**src/inc/gpio_port_defs.vh**
```
// constants for the gpio port block: register offsets, field codes, reset values
// assumes word-aligned byte offsets on a 6-bit register address
`ifndef GPIO_PORT_DEFS_VH
`define GPIO_PORT_DEFS_VH

// register byte offsets
`define OFF_PIN_MODE 6'h00
`define OFF_OUT_TYPE 6'h04
`define OFF_OUT_SPEED 6'h08
`define OFF_PULL 6'h0C
`define OFF_IN_DATA 6'h10
`define OFF_OUT_DATA 6'h14
`define OFF_SET_CLEAR 6'h18
`define OFF_LOCK 6'h1C
`define OFF_AF_LOW 6'h20
`define OFF_AF_HIGH 6'h24

// pin mode field codes
`define MODE_INPUT 2'h0
`define MODE_OUTPUT 2'h1
`define MODE_ALT 2'h2
`define MODE_ANALOG 2'h3

// pull field codes
`define PULL_UP 2'h1
`define PULL_DOWN 2'h2

// lock register layout
`define LOCK_KEY_BIT 16
`define FULL_WORD 4'hF

// reset values
`define RST_WORD 32'h0000_0000
`define RST_HALF 16'h0000

`endif

```
**src/design/gpio_port_data_lock_mux.v**
```verilog
// gpio port: output/input data, atomic set/clear, configuration lock, alternate function mux
// assumes a simple synchronous register port (select, write, byte enables) and pins sampled on clock
//
// Summary of operation
// - 16-bit read/write output, read-only input data
// - set/clear low bit one sets output bit
// - set/clear high bit one clears output bit
// - zero bits leave output bits unchanged
// - set wins over clear in one write
// - set/clear is one-shot; output data stays writable
// - one set/clear write updates bits atomically
// - lock covers six per-port configuration registers
// - key bit 16 sequence, mask bits constant
// - locked fields frozen until next reset
// - each mask bit freezes only its pin
// - lock sequence needs full word writes
// - one of sixteen channels, shared in/out
// - input mode: driver off, receiver on, pulls
// - pin levels sampled every clock into input
// - open drain: zero drives low, one floats
// - push-pull: zero drives low, one high
// - output data reads back last written value
// - alternate mode: peripheral enable and data drive
// - mode codes: input, output, alternate, analog
// - analog mode reads input bit as zero
// - byte, half-word and word accesses accepted
`include "gpio_port_defs.vh"
`timescale 1ns/10ps
`default_nettype none

// register map, byte offsets on bus_addr:
//   pin mode, output type, output speed and pull in the first four words
//   input data, output data, set/clear and lock in the next four words
//   alternate select low and high in the last two words
// unmapped offsets read as zero and ignore writes
// the input data word ignores writes; set/clear always reads as zero
//
// bus timing:
//   a request is taken at a rising edge with bus_sel high
//   a write lands in its register at that same edge
//   read data is registered and stands for one cycle only
//   bus_rdata returns to zero when no read is pending
//   back-to-back requests are fine; there are no wait states
//
// byte lanes:
//   every register honours bus_byte_en lane by lane
//   the lock word is the exception: a partial write aborts the key
//
// pin timing:
//   pin controls are registered from the configuration
//   so the pads follow a write one clock after the register
//   pin_in is taken as already synchronous to clock; a board
//   level that is not must be synchronised outside this block
//   the input word lags pin_in by one clock, a read by one more
//
// alternate functions:
//   one 4-bit select per pin picks both the transmit and receive channel
//   open-drain type applies in alternate mode as well
//   only the selected channel of a pin in alternate mode sees pin_in
//
// lock:
//   only a reset frees a locked pin; there is no unlock path
//   the mask of the last accepted key write is what locks
//   reads of the lock word during the sequence abort it
//   unless the sequence has reached its final key write
//   once locked, lock writes are ignored and the key reads one

module gpio_port_data_lock_mux #(
  parameter PINS = 16,
  parameter CHANNELS = 16
) (
  input wire clock,
  input wire rst,
  input wire bus_sel,
  input wire bus_write,
  input wire [5:0] bus_addr,
  input wire [3:0] bus_byte_en,
  input wire [31:0] bus_wdata,
  output reg [31:0] bus_rdata,
  input wire [PINS-1:0] pin_in,
  output reg [PINS-1:0] pin_out,
  output reg [PINS-1:0] pin_oe,
  output reg [PINS-1:0] pull_up_en,
  output reg [PINS-1:0] pull_down_en,
  output reg [PINS-1:0] receiver_en,
  output reg [2*PINS-1:0] speed_sel,
  input wire [PINS*CHANNELS-1:0] af_tx_data,
  input wire [PINS*CHANNELS-1:0] af_tx_en,
  output reg [PINS*CHANNELS-1:0] af_rx_data
);

  // lock state codes
  // the walk is idle, key1, key0, key1b and then done
  // done is left only through rst, which keeps a stray write
  // from ever unfreezing a pin that software relied on
  localparam [2:0] LK_IDLE = 3'h0;
  localparam [2:0] LK_KEY1 = 3'h1;
  localparam [2:0] LK_KEY0 = 3'h2;
  localparam [2:0] LK_KEY1B = 3'h3;
  localparam [2:0] LK_DONE = 3'h4;

  reg [31:0] pin_mode_select_reg, pin_mode_select_next;
  reg [15:0] output_type_select_reg, output_type_select_next;
  reg [31:0] output_speed_select_reg, output_speed_select_next;
  reg [31:0] pull_select_reg, pull_select_next;
  reg [31:0] alt_func_select_low_reg, alt_func_select_low_next;
  reg [31:0] alt_func_select_high_reg, alt_func_select_high_next;
  reg [15:0] output_data_reg, output_data_next;
  reg [15:0] input_data_reg;
  reg [15:0] lock_mask_reg, lock_mask_next;
  reg [2:0] lock_state_reg, lock_state_next;
  reg [31:0] rdata_next;

  wire wr = bus_sel & bus_write;
  wire rd = bus_sel & ~bus_write;
  wire [31:0] be_mask = {{8{bus_byte_en[3]}}, {8{bus_byte_en[2]}}, {8{bus_byte_en[1]}}, {8{bus_byte_en[0]}}};
  wire locked = (lock_state_reg == LK_DONE);
  wire [15:0] frozen = locked ? lock_mask_reg : `RST_HALF;
  wire [63:0] af_all = {alt_func_select_high_reg, alt_func_select_low_reg};

  // widen a per-pin lock mask to two bits per pin
  // used by mode, speed and pull, which all carry two-bit fields
  // so one mask bit must cover both bits of the same pin
  function [31:0] spread2;
    input [15:0] m;
    integer k;
    begin
      spread2 = `RST_WORD;
      for (k = 0; k < 16; k = k + 1) begin
        spread2[2*k] = m[k];
        spread2[2*k+1] = m[k];
      end
    end
  endfunction

  // widen eight pins of lock mask to four bits per pin
  function [31:0] spread4;
    input [7:0] m;
    integer k;
    begin
      spread4 = `RST_WORD;
      for (k = 0; k < 8; k = k + 1) begin
        spread4[4*k+:4] = {4{m[k]}};
      end
    end
  endfunction

  // byte-lane merge of a write, keeping bits held by the lock
  function [31:0] update;
    input [31:0] old;
    input [31:0] wd;
    input [31:0] lanes;
    input [31:0] hold;
    reg [31:0] en;
    begin
      en = lanes & ~hold;
      update = (old & ~en) | (wd & en);
    end
  endfunction

  // configuration writes; locked fields of each pin keep their value
  // a locked field is refused silently: no error, the old value stays
  // the output type word has a reserved top half that is never written
  // so it is merged in full width and cut back to its 16 live bits
  always @* begin : cfg_calc
    reg [31:0] type_wide;
    type_wide = update({16'h0000, output_type_select_reg}, bus_wdata, be_mask, {16'hFFFF, frozen});
    pin_mode_select_next = pin_mode_select_reg;
    output_type_select_next = output_type_select_reg;
    output_speed_select_next = output_speed_select_reg;
    pull_select_next = pull_select_reg;
    alt_func_select_low_next = alt_func_select_low_reg;
    alt_func_select_high_next = alt_func_select_high_reg;
    if (wr) begin
      case (bus_addr)
        `OFF_PIN_MODE: pin_mode_select_next = update(pin_mode_select_reg, bus_wdata, be_mask, spread2(frozen));
        `OFF_OUT_TYPE: output_type_select_next = type_wide[15:0];
        `OFF_OUT_SPEED: output_speed_select_next = update(output_speed_select_reg, bus_wdata, be_mask, spread2(frozen));
        `OFF_PULL: pull_select_next = update(pull_select_reg, bus_wdata, be_mask, spread2(frozen));
        `OFF_AF_LOW: alt_func_select_low_next = update(alt_func_select_low_reg, bus_wdata, be_mask,
          spread4(frozen[7:0]));
        `OFF_AF_HIGH: alt_func_select_high_next = update(alt_func_select_high_reg, bus_wdata, be_mask,
          spread4(frozen[15:8]));
        default: pin_mode_select_next = pin_mode_select_reg;
      endcase
    end
  end

  // output data: direct write or one-shot set/clear, all bits in one edge
  // set/clear never latches anything: after the edge it leaves no state
  // behind, so a later direct write is always obeyed as written
  // set is applied after clear so a bit asked for both ends up one
  always @* begin : out_data_calc
    reg [15:0] set_bits;
    reg [15:0] clr_bits;
    reg [31:0] out_wide;
    out_wide = update({16'h0000, output_data_reg}, bus_wdata, be_mask, 32'hFFFF_0000);
    set_bits = `RST_HALF;
    clr_bits = `RST_HALF;
    output_data_next = output_data_reg;
    if (wr && bus_addr == `OFF_OUT_DATA) begin
      output_data_next = out_wide[15:0];
    end else if (wr && bus_addr == `OFF_SET_CLEAR) begin
      set_bits = bus_wdata[15:0] & be_mask[15:0];
      clr_bits = bus_wdata[31:16] & be_mask[31:16];
      output_data_next = (output_data_reg & ~clr_bits) | set_bits;
    end
  end

  // lock sequence: word writes of key 1, 0, 1 with the same mask, then a read
  // any other access to the lock word in between sends it back to idle
  // a key-one write while waiting for key zero restarts with its mask,
  // which lets software retry without first clearing the machine
  // accesses to other registers do not disturb the sequence
  always @* begin
    lock_state_next = lock_state_reg;
    lock_mask_next = lock_mask_reg;
    if (bus_sel && bus_addr == `OFF_LOCK && !locked) begin
      if (!bus_write) begin
        lock_state_next = (lock_state_reg == LK_KEY1B) ? LK_DONE : LK_IDLE;
      end else if (bus_byte_en != `FULL_WORD) begin
        lock_state_next = LK_IDLE;
      end else begin
        lock_mask_next = bus_wdata[15:0];
        case (lock_state_reg)
          LK_IDLE: lock_state_next = bus_wdata[`LOCK_KEY_BIT] ? LK_KEY1 : LK_IDLE;
          LK_KEY1: lock_state_next = (!bus_wdata[`LOCK_KEY_BIT] && bus_wdata[15:0] == lock_mask_reg) ?
            LK_KEY0 : (bus_wdata[`LOCK_KEY_BIT] ? LK_KEY1 : LK_IDLE);
          LK_KEY0: lock_state_next = (bus_wdata[`LOCK_KEY_BIT] && bus_wdata[15:0] == lock_mask_reg) ?
            LK_KEY1B : LK_IDLE;
          default: lock_state_next = LK_IDLE;
        endcase
      end
    end
  end

  // read mux; answer is registered and appears one clock after the request
  // the lock word read uses the state before the read edge, so the read
  // that completes the sequence still shows the key bit low
  always @* begin
    rdata_next = `RST_WORD;
    case (bus_addr)
      `OFF_PIN_MODE: rdata_next = pin_mode_select_reg;
      `OFF_OUT_TYPE: rdata_next = {16'h0000, output_type_select_reg};
      `OFF_OUT_SPEED: rdata_next = output_speed_select_reg;
      `OFF_PULL: rdata_next = pull_select_reg;
      `OFF_IN_DATA: rdata_next = {16'h0000, input_data_reg};
      `OFF_OUT_DATA: rdata_next = {16'h0000, output_data_reg};
      `OFF_LOCK: rdata_next = {15'h0000, locked, lock_mask_reg};
      `OFF_AF_LOW: rdata_next = alt_func_select_low_reg;
      `OFF_AF_HIGH: rdata_next = alt_func_select_high_reg;
      default: rdata_next = `RST_WORD; // set/clear reads as zero, unmapped too
    endcase
  end

  // register state; only reset undoes the lock
  // reset is synchronous, so it must be held across at least one edge
  // for every register here to reach its reset value
  always @(posedge clock) begin
    if (rst) begin
      pin_mode_select_reg <= `RST_WORD;
      output_type_select_reg <= `RST_HALF;
      output_speed_select_reg <= `RST_WORD;
      pull_select_reg <= `RST_WORD;
      alt_func_select_low_reg <= `RST_WORD;
      alt_func_select_high_reg <= `RST_WORD;
      output_data_reg <= `RST_HALF;
      lock_mask_reg <= `RST_HALF;
      lock_state_reg <= LK_IDLE;
      bus_rdata <= `RST_WORD;
    end else begin
      pin_mode_select_reg <= pin_mode_select_next;
      output_type_select_reg <= output_type_select_next;
      output_speed_select_reg <= output_speed_select_next;
      pull_select_reg <= pull_select_next;
      alt_func_select_low_reg <= alt_func_select_low_next;
      alt_func_select_high_reg <= alt_func_select_high_next;
      output_data_reg <= output_data_next;
      lock_mask_reg <= lock_mask_next;
      lock_state_reg <= lock_state_next;
      bus_rdata <= rd ? rdata_next : `RST_WORD;
    end
  end

  // pin side: drivers, pulls, receiver and alternate routing, all registered
  // registering costs one clock of latency but keeps the pads glitch free
  // while a mode word is rewritten lane by lane
  // input and analog modes leave the driver off; analog also drops
  // the pulls and the receiver so the input word reads zero
  always @(posedge clock) begin : pin_side
    integer i;
    integer c;
    reg [1:0] md;
    reg [3:0] ch;
    reg drv;
    reg dat;
    if (rst) begin
      pin_out <= `RST_HALF;
      pin_oe <= `RST_HALF;
      pull_up_en <= `RST_HALF;
      pull_down_en <= `RST_HALF;
      receiver_en <= `RST_HALF;
      speed_sel <= `RST_WORD;
      input_data_reg <= `RST_HALF;
      af_rx_data <= {PINS*CHANNELS{1'b0}};
    end else begin
      speed_sel <= output_speed_select_reg;
      for (i = 0; i < PINS; i = i + 1) begin
        md = pin_mode_select_reg[2*i+:2];
        ch = af_all[4*i+:4];
        drv = 1'b0;
        dat = 1'b0;
        case (md)
          `MODE_OUTPUT: begin
            drv = 1'b1;
            dat = output_data_reg[i];
          end
          `MODE_ALT: begin
            drv = af_tx_en[i*CHANNELS+ch];
            dat = af_tx_data[i*CHANNELS+ch];
          end
          default: drv = 1'b0;
        endcase
        if (output_type_select_reg[i]) begin
          pin_out[i] <= 1'b0;
          pin_oe[i] <= drv & ~dat;
        end else begin
          pin_out[i] <= dat;
          pin_oe[i] <= drv;
        end
        // analog turns off pulls and forces the receiver to zero
        pull_up_en[i] <= (md != `MODE_ANALOG) && pull_select_reg[2*i+:2] == `PULL_UP;
        pull_down_en[i] <= (md != `MODE_ANALOG) && pull_select_reg[2*i+:2] == `PULL_DOWN;
        receiver_en[i] <= (md != `MODE_ANALOG);
        input_data_reg[i] <= (md == `MODE_ANALOG) ? 1'b0 : pin_in[i];
        for (c = 0; c < CHANNELS; c = c + 1) begin
          af_rx_data[i*CHANNELS+c] <= (md == `MODE_ALT) && (ch == c) && pin_in[i];
        end
      end
    end
  end

endmodule // gpio_port_data_lock_mux

`default_nettype wire

```
**config.mk**
```make
export PLATFORM = sky130hd
export DESIGN_NAME = gpio_port_data_lock_mux
export DESIGN_NICKNAME = d
export VERILOG_FILES = /design/src/design/gpio_port_data_lock_mux.v
export VERILOG_INCLUDE_DIRS = /design/src /design/src/inc
export SDC_FILE = /design/constraint.sdc
export NUM_CORES = 1
export LEC_CHECK = 0
export ABC_AREA = 1
export CORE_AREA = 3 3 378 380
export CTS_CLUSTER_DIAMETER = 60
export DETAILED_ROUTE_END_ITERATION = 8
export DIE_AREA = 0 0 381 383
export DONT_BUFFER_PORTS = 1
export GPL_TIMING_DRIVEN = 0
export HOLD_SLACK_MARGIN = 0.06
export PLACE_DENSITY_LB_ADDON = 0.08
export SETUP_SLACK_MARGIN = 0.4
export SLEW_MARGIN = 20
export SYNTH_ARGS = -nofsm -noshare
export SYNTH_HDL_FRONTEND = slang
export SYNTH_SLANG_ARGS = --single-unit
```
**constraint.sdc**
```tcl
create_clock -name clock -period 1.45 [get_ports clock]
set_input_delay 0.0725 -clock clock [delete_from_list [all_inputs] [get_ports clock]]
set_output_delay 0.0725 -clock clock [all_outputs]
set_load 0.02 [all_outputs]
```
# Word-level counts from Yosys, hierarchy flattened

Cells that the tools add are included.
Widths: inputs -> output; s select.

Logic and storage cells: 1270
Input bits: 574
Memory bits (writable): 0
Bits in latches: 0
Flip-flop bits (word level): 627
Memories: 0
Memory bits (read-only): 0

Divide/modulo/power cells: 0
Muxes and demuxes: 155
Shifts and indexed selects: 0
$add $sub $neg: 15
Bitwise operators: 74
Multipliers: 0
Equality and inequality tests: 351
Order comparisons: 16
Reduce and logical (&&, ||, !) cells: 611

Operators with widths:

| cell                | count |
|---|---|
| $logic_and 1x1->1   | 550 |
| $eq 4x4->1 const B  | 128 |
| $and 32x32->32      | 11 |
| $pmux 32 s9         | 1 |
| $eq 4x3->1 const B  | 64 |
| $bmux 1 s8          | 30 |
| $not 32->32         | 6 |
| $or 32x32->32       | 5 |
| $and 16x16->16      | 8 |
| $eq 4x2->1 const B  | 32 |
| $eq 2x2->1 const B  | 48 |
| $mux 1              | 81 |
| $add 8x4->9 const A | 8 |
| $lt 9x9->1 const B  | 8 |
| $reduce_or 2->1     | 33 |
| $eq 2x1->1 const B  | 32 |
| $eq 4x1->1 const B  | 16 |
| $logic_not 4->1     | 16 |
| $not 16->16         | 4 |
| $pmux 1 s2          | 32 |
| $mux 16             | 3 |
| $or 16x16->16       | 3 |
| $lt 8x9->1 const B  | 4 |
| $add 7x4->8 const A | 4 |
| other kinds (27)    | 95 |

# Depth between registers and ports, before layout

Gate-level depths: netlist (run 1).

Depth in word-level cells: 8
Mapped depth: 13

# Worst setup path before layout (run 1)

Ideal clock, no wire load.

Path kind: register to register
From: register with a tool-made name
To: register pin_oe[5]
Slack: 0.013 ns
Path buffers: 2
Cell stages (with the launch flop): 14
Period minus slack after synthesis: 1.437 ns
Arrival: 1.323 ns
Data required time: 1.336 ns
Cells stage by stage: dfxtp_1 buf_4 clkinv_1 buf_2 nand2_1 nand2_1 nand2_1 nand3_1 nand2_1 nand2_1 o21ai_0 nand2_1 nand2_1 nor2_1

RTL lines:

| item                            | line                          | source |
|---|---|---|
| to (signal assigned)            | gpio_port_data_lock_mux.v:299 | `` pin_oe <= `RST_HALF; `` |
| to (signal, indexed assignment) | gpio_port_data_lock_mux.v:326 | `pin_oe[i] <= drv & ~dat;` |
| to (signal, indexed assignment) | gpio_port_data_lock_mux.v:329 | `pin_oe[i] <= drv;` |
| to (decl)                       | gpio_port_data_lock_mux.v:82  | `output reg [PINS-1:0] pin_oe,` |

==> flow_summary.yaml, run 1 <==
setup_path:
  critical-path-slowest-cell: "sky130_fd_sc_hd__dfxtp_2"
  cp.buffers_inverters: 3
  cpLargestDelayFamily: "simple AND/OR/NAND/NOR gates"
  critical-path-max-stage-delay_ps: 370
  cp_cell_sequence: "buf_6 > clkinv_8 > buf_12 > nand2_1 > nand2_1 > nand2_1 > nand3_2 > nand2_1 > nand2_1 > o21ai_2 > nand2_1 > nand2_1 > nor2_2"
  worst_r2r_endpoint: "pin_oe[9]"
  timing_worst_setup_path_type: "reg -> reg"
  worstSetupEndpointType: "flop"
  critPathMaxFanout: 8
  critical_path.startpoint_type: "flop"
  cp_data_required_time_ps: 2020
  rr_worst_depth: 13
  setup.reg_to_reg.worst_slack_ps: -260
  cpMostUsedCell: "sky130_fd_sc_hd__nand2_1"
  cp_data_arrival_time_ps: 2270
place:
  placed_cells_incl_taps: 6088
  weighted_congestion_at_the_end_of_routability_driven_global_placement: 0.865
  post-dp-hpwl_um: 134000
  number_of_buffer_cells_added_on_primary_ports: 0
synthesis:
  synth_edf_count: 0
  synth_top_family_by_area: "simple AND/OR/NAND/NOR gates"
  dominantRegCellSynth: "sky130_fd_sc_hd__dfxtp_1"
  asyncSetResetFlopFracSynth: 0
  yosys-top-cells-area: "sky130_fd_sc_hd__dfxtp_1, sky130_fd_sc_hd__nand2_1, sky130_fd_sc_hd__nor2_1"
  synth_cells: 4211
  compound_cell_area_share_of_the_yosys_netlist: 0.111
  synth-warning-count: 0
  synth_largest_type_area_fraction: 0.451
  syn_area_sq_um: 27900
  xor_xnor_fraction_of_synth_area: 0.00252
  synth_area_per_cell_sq_um: 6.61
  synth_largest_area_cell: "sky130_fd_sc_hd__dfxtp_1"
  synth.area.mux_share: 0
  synth_sequential_area_ratio: 0.451
  postSynthRegisterBits: 627
  synth_fa_ha_area_frac: 0.0216
  synth_cell_type_count: 33
  synth_simple_gate_area_share: 0.335
  syn_nets: 4833
sta:
  finalWorstPathRequiredPeriod_ps: 1710
  relSlewSlack: 0.203
  timing_worst_slew_pin_value_ps: 1200
  setup_slack_ps: -258
  skew_ps: 29.0
  finalCritPeriodShare: 1.18
  setup-tns-final_ps: -14330
  hold_slack_ps: -436
  setup_violations: 180
  report.final.hold_viol_count: 43
  max_clock_freq_ghz: 0.585
  grt_setup_unrepaired: "yes"
  finalMaxSlewViolations: 0
status:
  violations: "hold timing, setup timing"
  run_status: "complete, but fails checks"
clock_network:
  clk_pin_slew_ps: 60
  ctsRootBufferMaster: "sky130_fd_sc_hd__clkbuf_16"
  cts_inserted_buffers: 97
  cts.path.max_buffers: 3
  tritoncts: "done"
  clk_latency_ps: 700
  clock_tree.htree_level_count: 3
  cts_num_sinks: 627
detailed_routing:
  dr.pass1.iters: 5
  detail_route.vias_per_cell: 4.46
  ant_nets: 0
  vias: 31531
  detail_route.wirelength_um: 178000
  average_routed_wire_per_standard_cell_um: 25.1
  remaining_drc_errors: 0
  first_iter_violations: 1652
grt:
  globalRouteMet3Util: 0.0625
  number_of_global_route_vias_before_repair: 31548
  globalRoute.busiestLayer: "met2"
  gr-usage-all-layers: 0.230
  gr-usage-met1: 0.266
  maximum_number_of_pins_on_one_net_before_global_route_repair: 14
  grt.met2_usage: 0.402
  global_route_wire_length_before_repair_um: 239000
  antenna_found_initial: 33
  gr-total-overflow: 0
final_layout:
  layout.cells.most_common: "sky130_fd_sc_hd__nand2_1"
  final_cell_count_no_fill: 7073
  final_core_utilization: 0.343
  syn_to_final_growth_pct: 72.0
  mostFrequentLayoutCells: "sky130_fd_sc_hd__nand2_1, sky130_fd_sc_hd__dlygate4sd3_1, sky130_fd_sc_hd__dfxtp_1, sky130_fd_sc_hd__nor2_1, sky130_fd_sc_hd__inv_1"
  finalNetCount: 5723
  post_route_cells_drive_above_1_share: 0.323
hold_path:
  timing.hold.worst.start: "bus_write"
  worst_hold_path_type: "in -> reg"
  worst_hold_path.num_cells: 3
  hold_end: "lock_state_reg[2]"
floorplanning:
  floorplan.core_area_sq_um: 140000
  die_height_um: 383
  die_area_sq_um: 146000
  io_pins: 974
  die-width_um: 381
  initial_utilization: 0.200
  std_cell_rows: 137
pwr:
  ir_worst_vdd_v: 0.000884
  pwrdens_nw_per_um2: 951
  static-leakage-power_nw: 19.6
run:
  drv_cap: 0
-- synthesized netlist by cell type (9+ instances only) --
library cell	count
sky130_fd_sc_hd__buf_4	11
sky130_fd_sc_hd__clkbuf_1	81
sky130_fd_sc_hd__nand3_1	113
sky130_fd_sc_hd__nor3_1	58
sky130_fd_sc_hd__or2_2	16
sky130_fd_sc_hd__o211ai_1	9
sky130_fd_sc_hd__nor2_1	538
sky130_fd_sc_hd__buf_2	53
sky130_fd_sc_hd__o21ai_0	237
sky130_fd_sc_hd__a22oi_1	14
sky130_fd_sc_hd__dfxtp_1	627
sky130_fd_sc_hd__nor2_4	11
sky130_fd_sc_hd__ha_1	48
sky130_fd_sc_hd__clkinv_1	11
sky130_fd_sc_hd__a21oi_1	289
sky130_fd_sc_hd__nor2_2	10
sky130_fd_sc_hd__o22ai_1	29
sky130_fd_sc_hd__inv_1	389
sky130_fd_sc_hd__nand2_1	1620
-- cells by family after synthesis --
group,count (synthesis)
AO/OA/AOI/OAI,595
XOR/XNOR,8
adder cells (fa/ha/maj),48
buffers and inverters,554
flip-flops,627
AND/OR/NAND/NOR,2379
-- worst max path at each step --
stage | start | to | slack [ps] | cells past startpoint
after floorplan | lock_state_reg[0] | lock_mask_reg[14] | 200 | 7
after global placement | rst | speed_sel[0] | -1340 | 4
after detailed placement | bus_addr[3] | bus_rdata[14] | -1130 | 7
after CTS | lock_state_reg[0] | flop | -200 | 8
after global routing | flop | pin_oe[9] | -310 | 13
final | flop | pin_oe[9] | -260 | 13
-- stage by stage --
step | power [W] | setup WS (ps) | instance area (sq um)
2_1_floorplan | 0.0187 | 196 | 28700
3_3_place_gp | 0.0194 | -1340 | 31000
3_5_place_dp | 0.0194 | -1130 | 31000
4_1_cts | 0.0459 | -196 | 42200
5_1_grt | 0.0471 | -306 | 47900
6_report | 0.0456 | -258 | 47900
-- worst reg2reg max path, cell delays in order, from the launching register on --
cell	delay [ps]
sky130_fd_sc_hd__dfxtp_2	370
sky130_fd_sc_hd__buf_6	150
sky130_fd_sc_hd__clkinv_8	80
sky130_fd_sc_hd__buf_12	140
sky130_fd_sc_hd__nand2_1	50
sky130_fd_sc_hd__nand2_1	50
sky130_fd_sc_hd__nand2_1	70
sky130_fd_sc_hd__nand3_2	80
sky130_fd_sc_hd__nand2_1	70
sky130_fd_sc_hd__nand2_1	70
sky130_fd_sc_hd__o21ai_2	230
sky130_fd_sc_hd__nand2_1	80
sky130_fd_sc_hd__nand2_1	80
sky130_fd_sc_hd__nor2_2	50
-- area by class of cell --
type,instances,area (sq um)
fill,14753,91600
multi-input combinational,3030,17900
sequential,627,12800
timing repair buffer,791,8010
clock buffer,116,2640
tap,1876,2350
inverter,402,1800
buffer,152,1640
clock inverter,61,714
antenna,18,45.0
-- report_power, final --
group	switching, W	leakage (nW)	internal, W
clock	0.00975	1.62	0.0148
combinational	0.00203	12.9	0.00167
sequential	0.0000939	5.12	0.0172
total	0.0119	19.6	0.0337
-- per-layer routing --
layer	part of all wire	vias to the layer above	wire length [um]
li1	-	15019	-
met1	0.40	15024	70500
met2	0.49	1187	87400
met3	0.071	297	12700
met4	0.040	4	7160
met5	0.00015	-	27
-- timing repair --
action | 4_1_cts | 5_1_grt
buffers inserted | 66 | 149
gates cloned | 4 | 8
resized for setup | 469 | 1321
hold endpoints to repair | 525 | 92
pin swaps | 88 | 333
hold buffers | 554 | 9
setup endpoints to repair | 1000 | 1011
Power figures use the tool's default switching activity.
==> run 2, diff against run 1 <==
==> constraint.sdc (replaced) <==
create_clock -name clock -period 1.45 [get_ports clock]
set_input_delay 0.0725 -clock clock [delete_from_list [all_inputs] [get_ports clock]]
set_output_delay 0.0725 -clock clock [all_outputs]
set_load 0.005 [all_outputs]
==> run 2 against run 1 <==
Effect of this change:
- the flow still finishes with violations (hold timing, setup timing)
- final cell count barely moved
- sequential share of layout area decreased by 0.081 points
- combinational power about the same
- via count increased by 0.14%
- die area is the same
- flip-flop and latch count unchanged
- sequential power hardly changed
- critical path type unchanged
==> flow_summary.yaml, run 2 (synthesis results as in run 1) <==
place:
  post-dp-hpwl_um: 134000
  number_of_buffer_cells_added_on_primary_ports: 0
  weighted_congestion_at_the_end_of_routability_driven_global_placement: 0.865
detailed_routing:
  ant_nets: 0
  average_routed_wire_per_standard_cell_um: 25.1
  dr.pass1.iters: 8
  detail_route.vias_per_cell: 4.46
  vias: 31576
  remaining_drc_errors: 0
  first_iter_violations: 1588
  detail_route.wirelength_um: 178000
sta:
  grt_setup_unrepaired: "yes"
  timing_worst_slew_pin_value_ps: 1160
  finalCritPeriodShare: 1.17
  setup_slack_ps: -245
  report.final.hold_viol_count: 42
  finalMaxSlewViolations: 0
  max_clock_freq_ghz: 0.590
  relSlewSlack: 0.223
  setup_violations: 179
  finalWorstPathRequiredPeriod_ps: 1700
  hold_slack_ps: -440
  skew_ps: 29.4
setup_path:
  critPathMaxFanout: 8
  setup.reg_to_reg.worst_slack_ps: -250
  cp_data_arrival_time_ps: 2260
  timing_worst_setup_path_type: "reg -> reg"
  critical_path.startpoint_type: "flop"
  cp_data_required_time_ps: 2020
  worstSetupEndpointType: "flop"
clock_network:
  clk_pin_slew_ps: 60
  ctsRootBufferMaster: "sky130_fd_sc_hd__clkbuf_16"
  tritoncts: "done"
  clock_tree.htree_level_count: 3
  cts_num_sinks: 627
  cts.path.max_buffers: 3
  cts_inserted_buffers: 97
  clk_latency_ps: 700
grt:
  gr-total-overflow: 0
  gr-usage-all-layers: 0.230
  antenna_found_initial: 33
  number_of_global_route_vias_before_repair: 31548
  global_route_wire_length_before_repair_um: 239000
  maximum_number_of_pins_on_one_net_before_global_route_repair: 14
final_layout:
  layout.cells.most_common: "sky130_fd_sc_hd__nand2_1"
  mostFrequentLayoutCells: "sky130_fd_sc_hd__nand2_1, sky130_fd_sc_hd__dlygate4sd3_1, sky130_fd_sc_hd__dfxtp_1, sky130_fd_sc_hd__nor2_1, sky130_fd_sc_hd__inv_1"
  syn_to_final_growth_pct: 72.0
  post_route_cells_drive_above_1_share: 0.322
  finalNetCount: 5724
pwr:
  power_frac_comb: 0.081
  power.sequential.fraction: 0.380
  switching_share: 0.260
  p_int_w: 0.0337
  net-switching-power_w: 0.0119
  static-leakage-power_nw: 19.6
  power.share.clock: 0.539
  power.total_w: 0.0456
  ir_worst_vdd_v: 0.000890
  pwrdens_nw_per_um2: 951
floorplanning:
  die_area_sq_um: 146000
  floorplan.core_area_sq_um: 140000
  die_height_um: 383
  io_pins: 974
  initial_utilization: 0.200
  die-width_um: 381
  std_cell_rows: 137
run:
  drv_cap: 0
hold_path:
  worst_hold_path_type: "in -> reg"
status:
  run_status: "complete, but fails checks"
  violations: "hold timing, setup timing"
-- run 2: cell types whose count changed in the layout (fill, tap and decap cells not counted) --
cell / before / now
sky130_fd_sc_hd__dfxtp_1: 534 / 545
sky130_fd_sc_hd__dfxtp_4: 46 / 35
sky130_fd_sc_hd__diode_2: 18 / 20
sky130_fd_sc_hd__buf_8: 24 / 25
sky130_fd_sc_hd__nand2_1: 1256 / 1255
sky130_fd_sc_hd__nand2_2: 259 / 260
sky130_fd_sc_hd__nor2_1: 325 / 324
sky130_fd_sc_hd__nor2_2: 106 / 107
sky130_fd_sc_hd__o22ai_1: 19 / 18
sky130_fd_sc_hd__o22ai_2: 3 / 4
-- run 2: path summary, 6_finish.rpt --
path	from	end	cells after the start
max	flop	pin_oe[9]	13
min	bus_write	lock_state_reg[2]	3
max reg2reg	flop	pin_oe[9]	13
min reg2reg	flop	pull_up_en[10]	1
-- run 2: worst max-delay path: stages, from the launching register on --
cell                       delay, ps
sky130_fd_sc_hd__dfxtp_2         370
sky130_fd_sc_hd__buf_6           150
sky130_fd_sc_hd__clkinv_8         80
sky130_fd_sc_hd__buf_12          140
sky130_fd_sc_hd__nand2_1          50
sky130_fd_sc_hd__nand2_1          50
sky130_fd_sc_hd__nand2_1          70
sky130_fd_sc_hd__nand3_2          80
sky130_fd_sc_hd__nand2_1          70
sky130_fd_sc_hd__nand2_1          70
sky130_fd_sc_hd__o21ai_2         220
sky130_fd_sc_hd__nand2_1          80
sky130_fd_sc_hd__nand2_1          80
sky130_fd_sc_hd__nor2_2           50
-- run 2: cell type report --
class,instances,area [sq um]
Antenna cell,20,50.0
Buffer,152,1640
Clock buffer,116,2640
Clock inverter,61,714
Fill cell,14749,91600
Inverter,402,1800
Multi-Input combinational cell,3030,17900
Sequential cell,627,12700
Tap cell,1876,2350
Timing Repair Buffer,792,8020
-- run 2: metrics by stage --
stage / cell area [sq um] / TNS (ps) / util / std cells / worst slack (ps)
6_report: 47900 / -14630 / 0.343 / 7076 / -245
5_1_grt: 47900 / -25260 / 0.343 / 7068 / -306
4_1_cts: 42200 / -15190 / 0.302 / 6889 / -196
3_5_place_dp: 31000 / -360660 / 0.222 / 6088 / -1130
3_3_place_gp: 31000 / -379320 / 0.222 / 6087 / -1340
2_1_floorplan: 28700 / 0 / - / 4211 / 196
-- run 2: timing repair --
action,CTS,global route
gates resized for setup,469,1304
endpoints found under the hold margin,525,92
cloned,4,8
endpoints found under the setup margin,1000,1011
pin swaps,88,334
setup buffers,66,150
hold buffers,554,9
-- run 2: per-layer routing --
layer,track usage,part of all wire,up-vias
li1,-,-,15024
met1,0.266,0.40,15086
met2,0.402,0.49,1167
met3,0.0625,0.073,295
met4,0.0863,0.041,4
met5,0,0.00015,-
-- run 2: power by group through the flow --
stage,Combinational (W),Sequential (W),Clock (W)
floorplan,0.000955,0.0177,0
global placement,0.00162,0.0177,0
detailed placement,0.00163,0.0177,0
CTS,0.00322,0.0173,0.0253
global route,0.00393,0.0173,0.0259
finish,0.00370,0.0173,0.0246
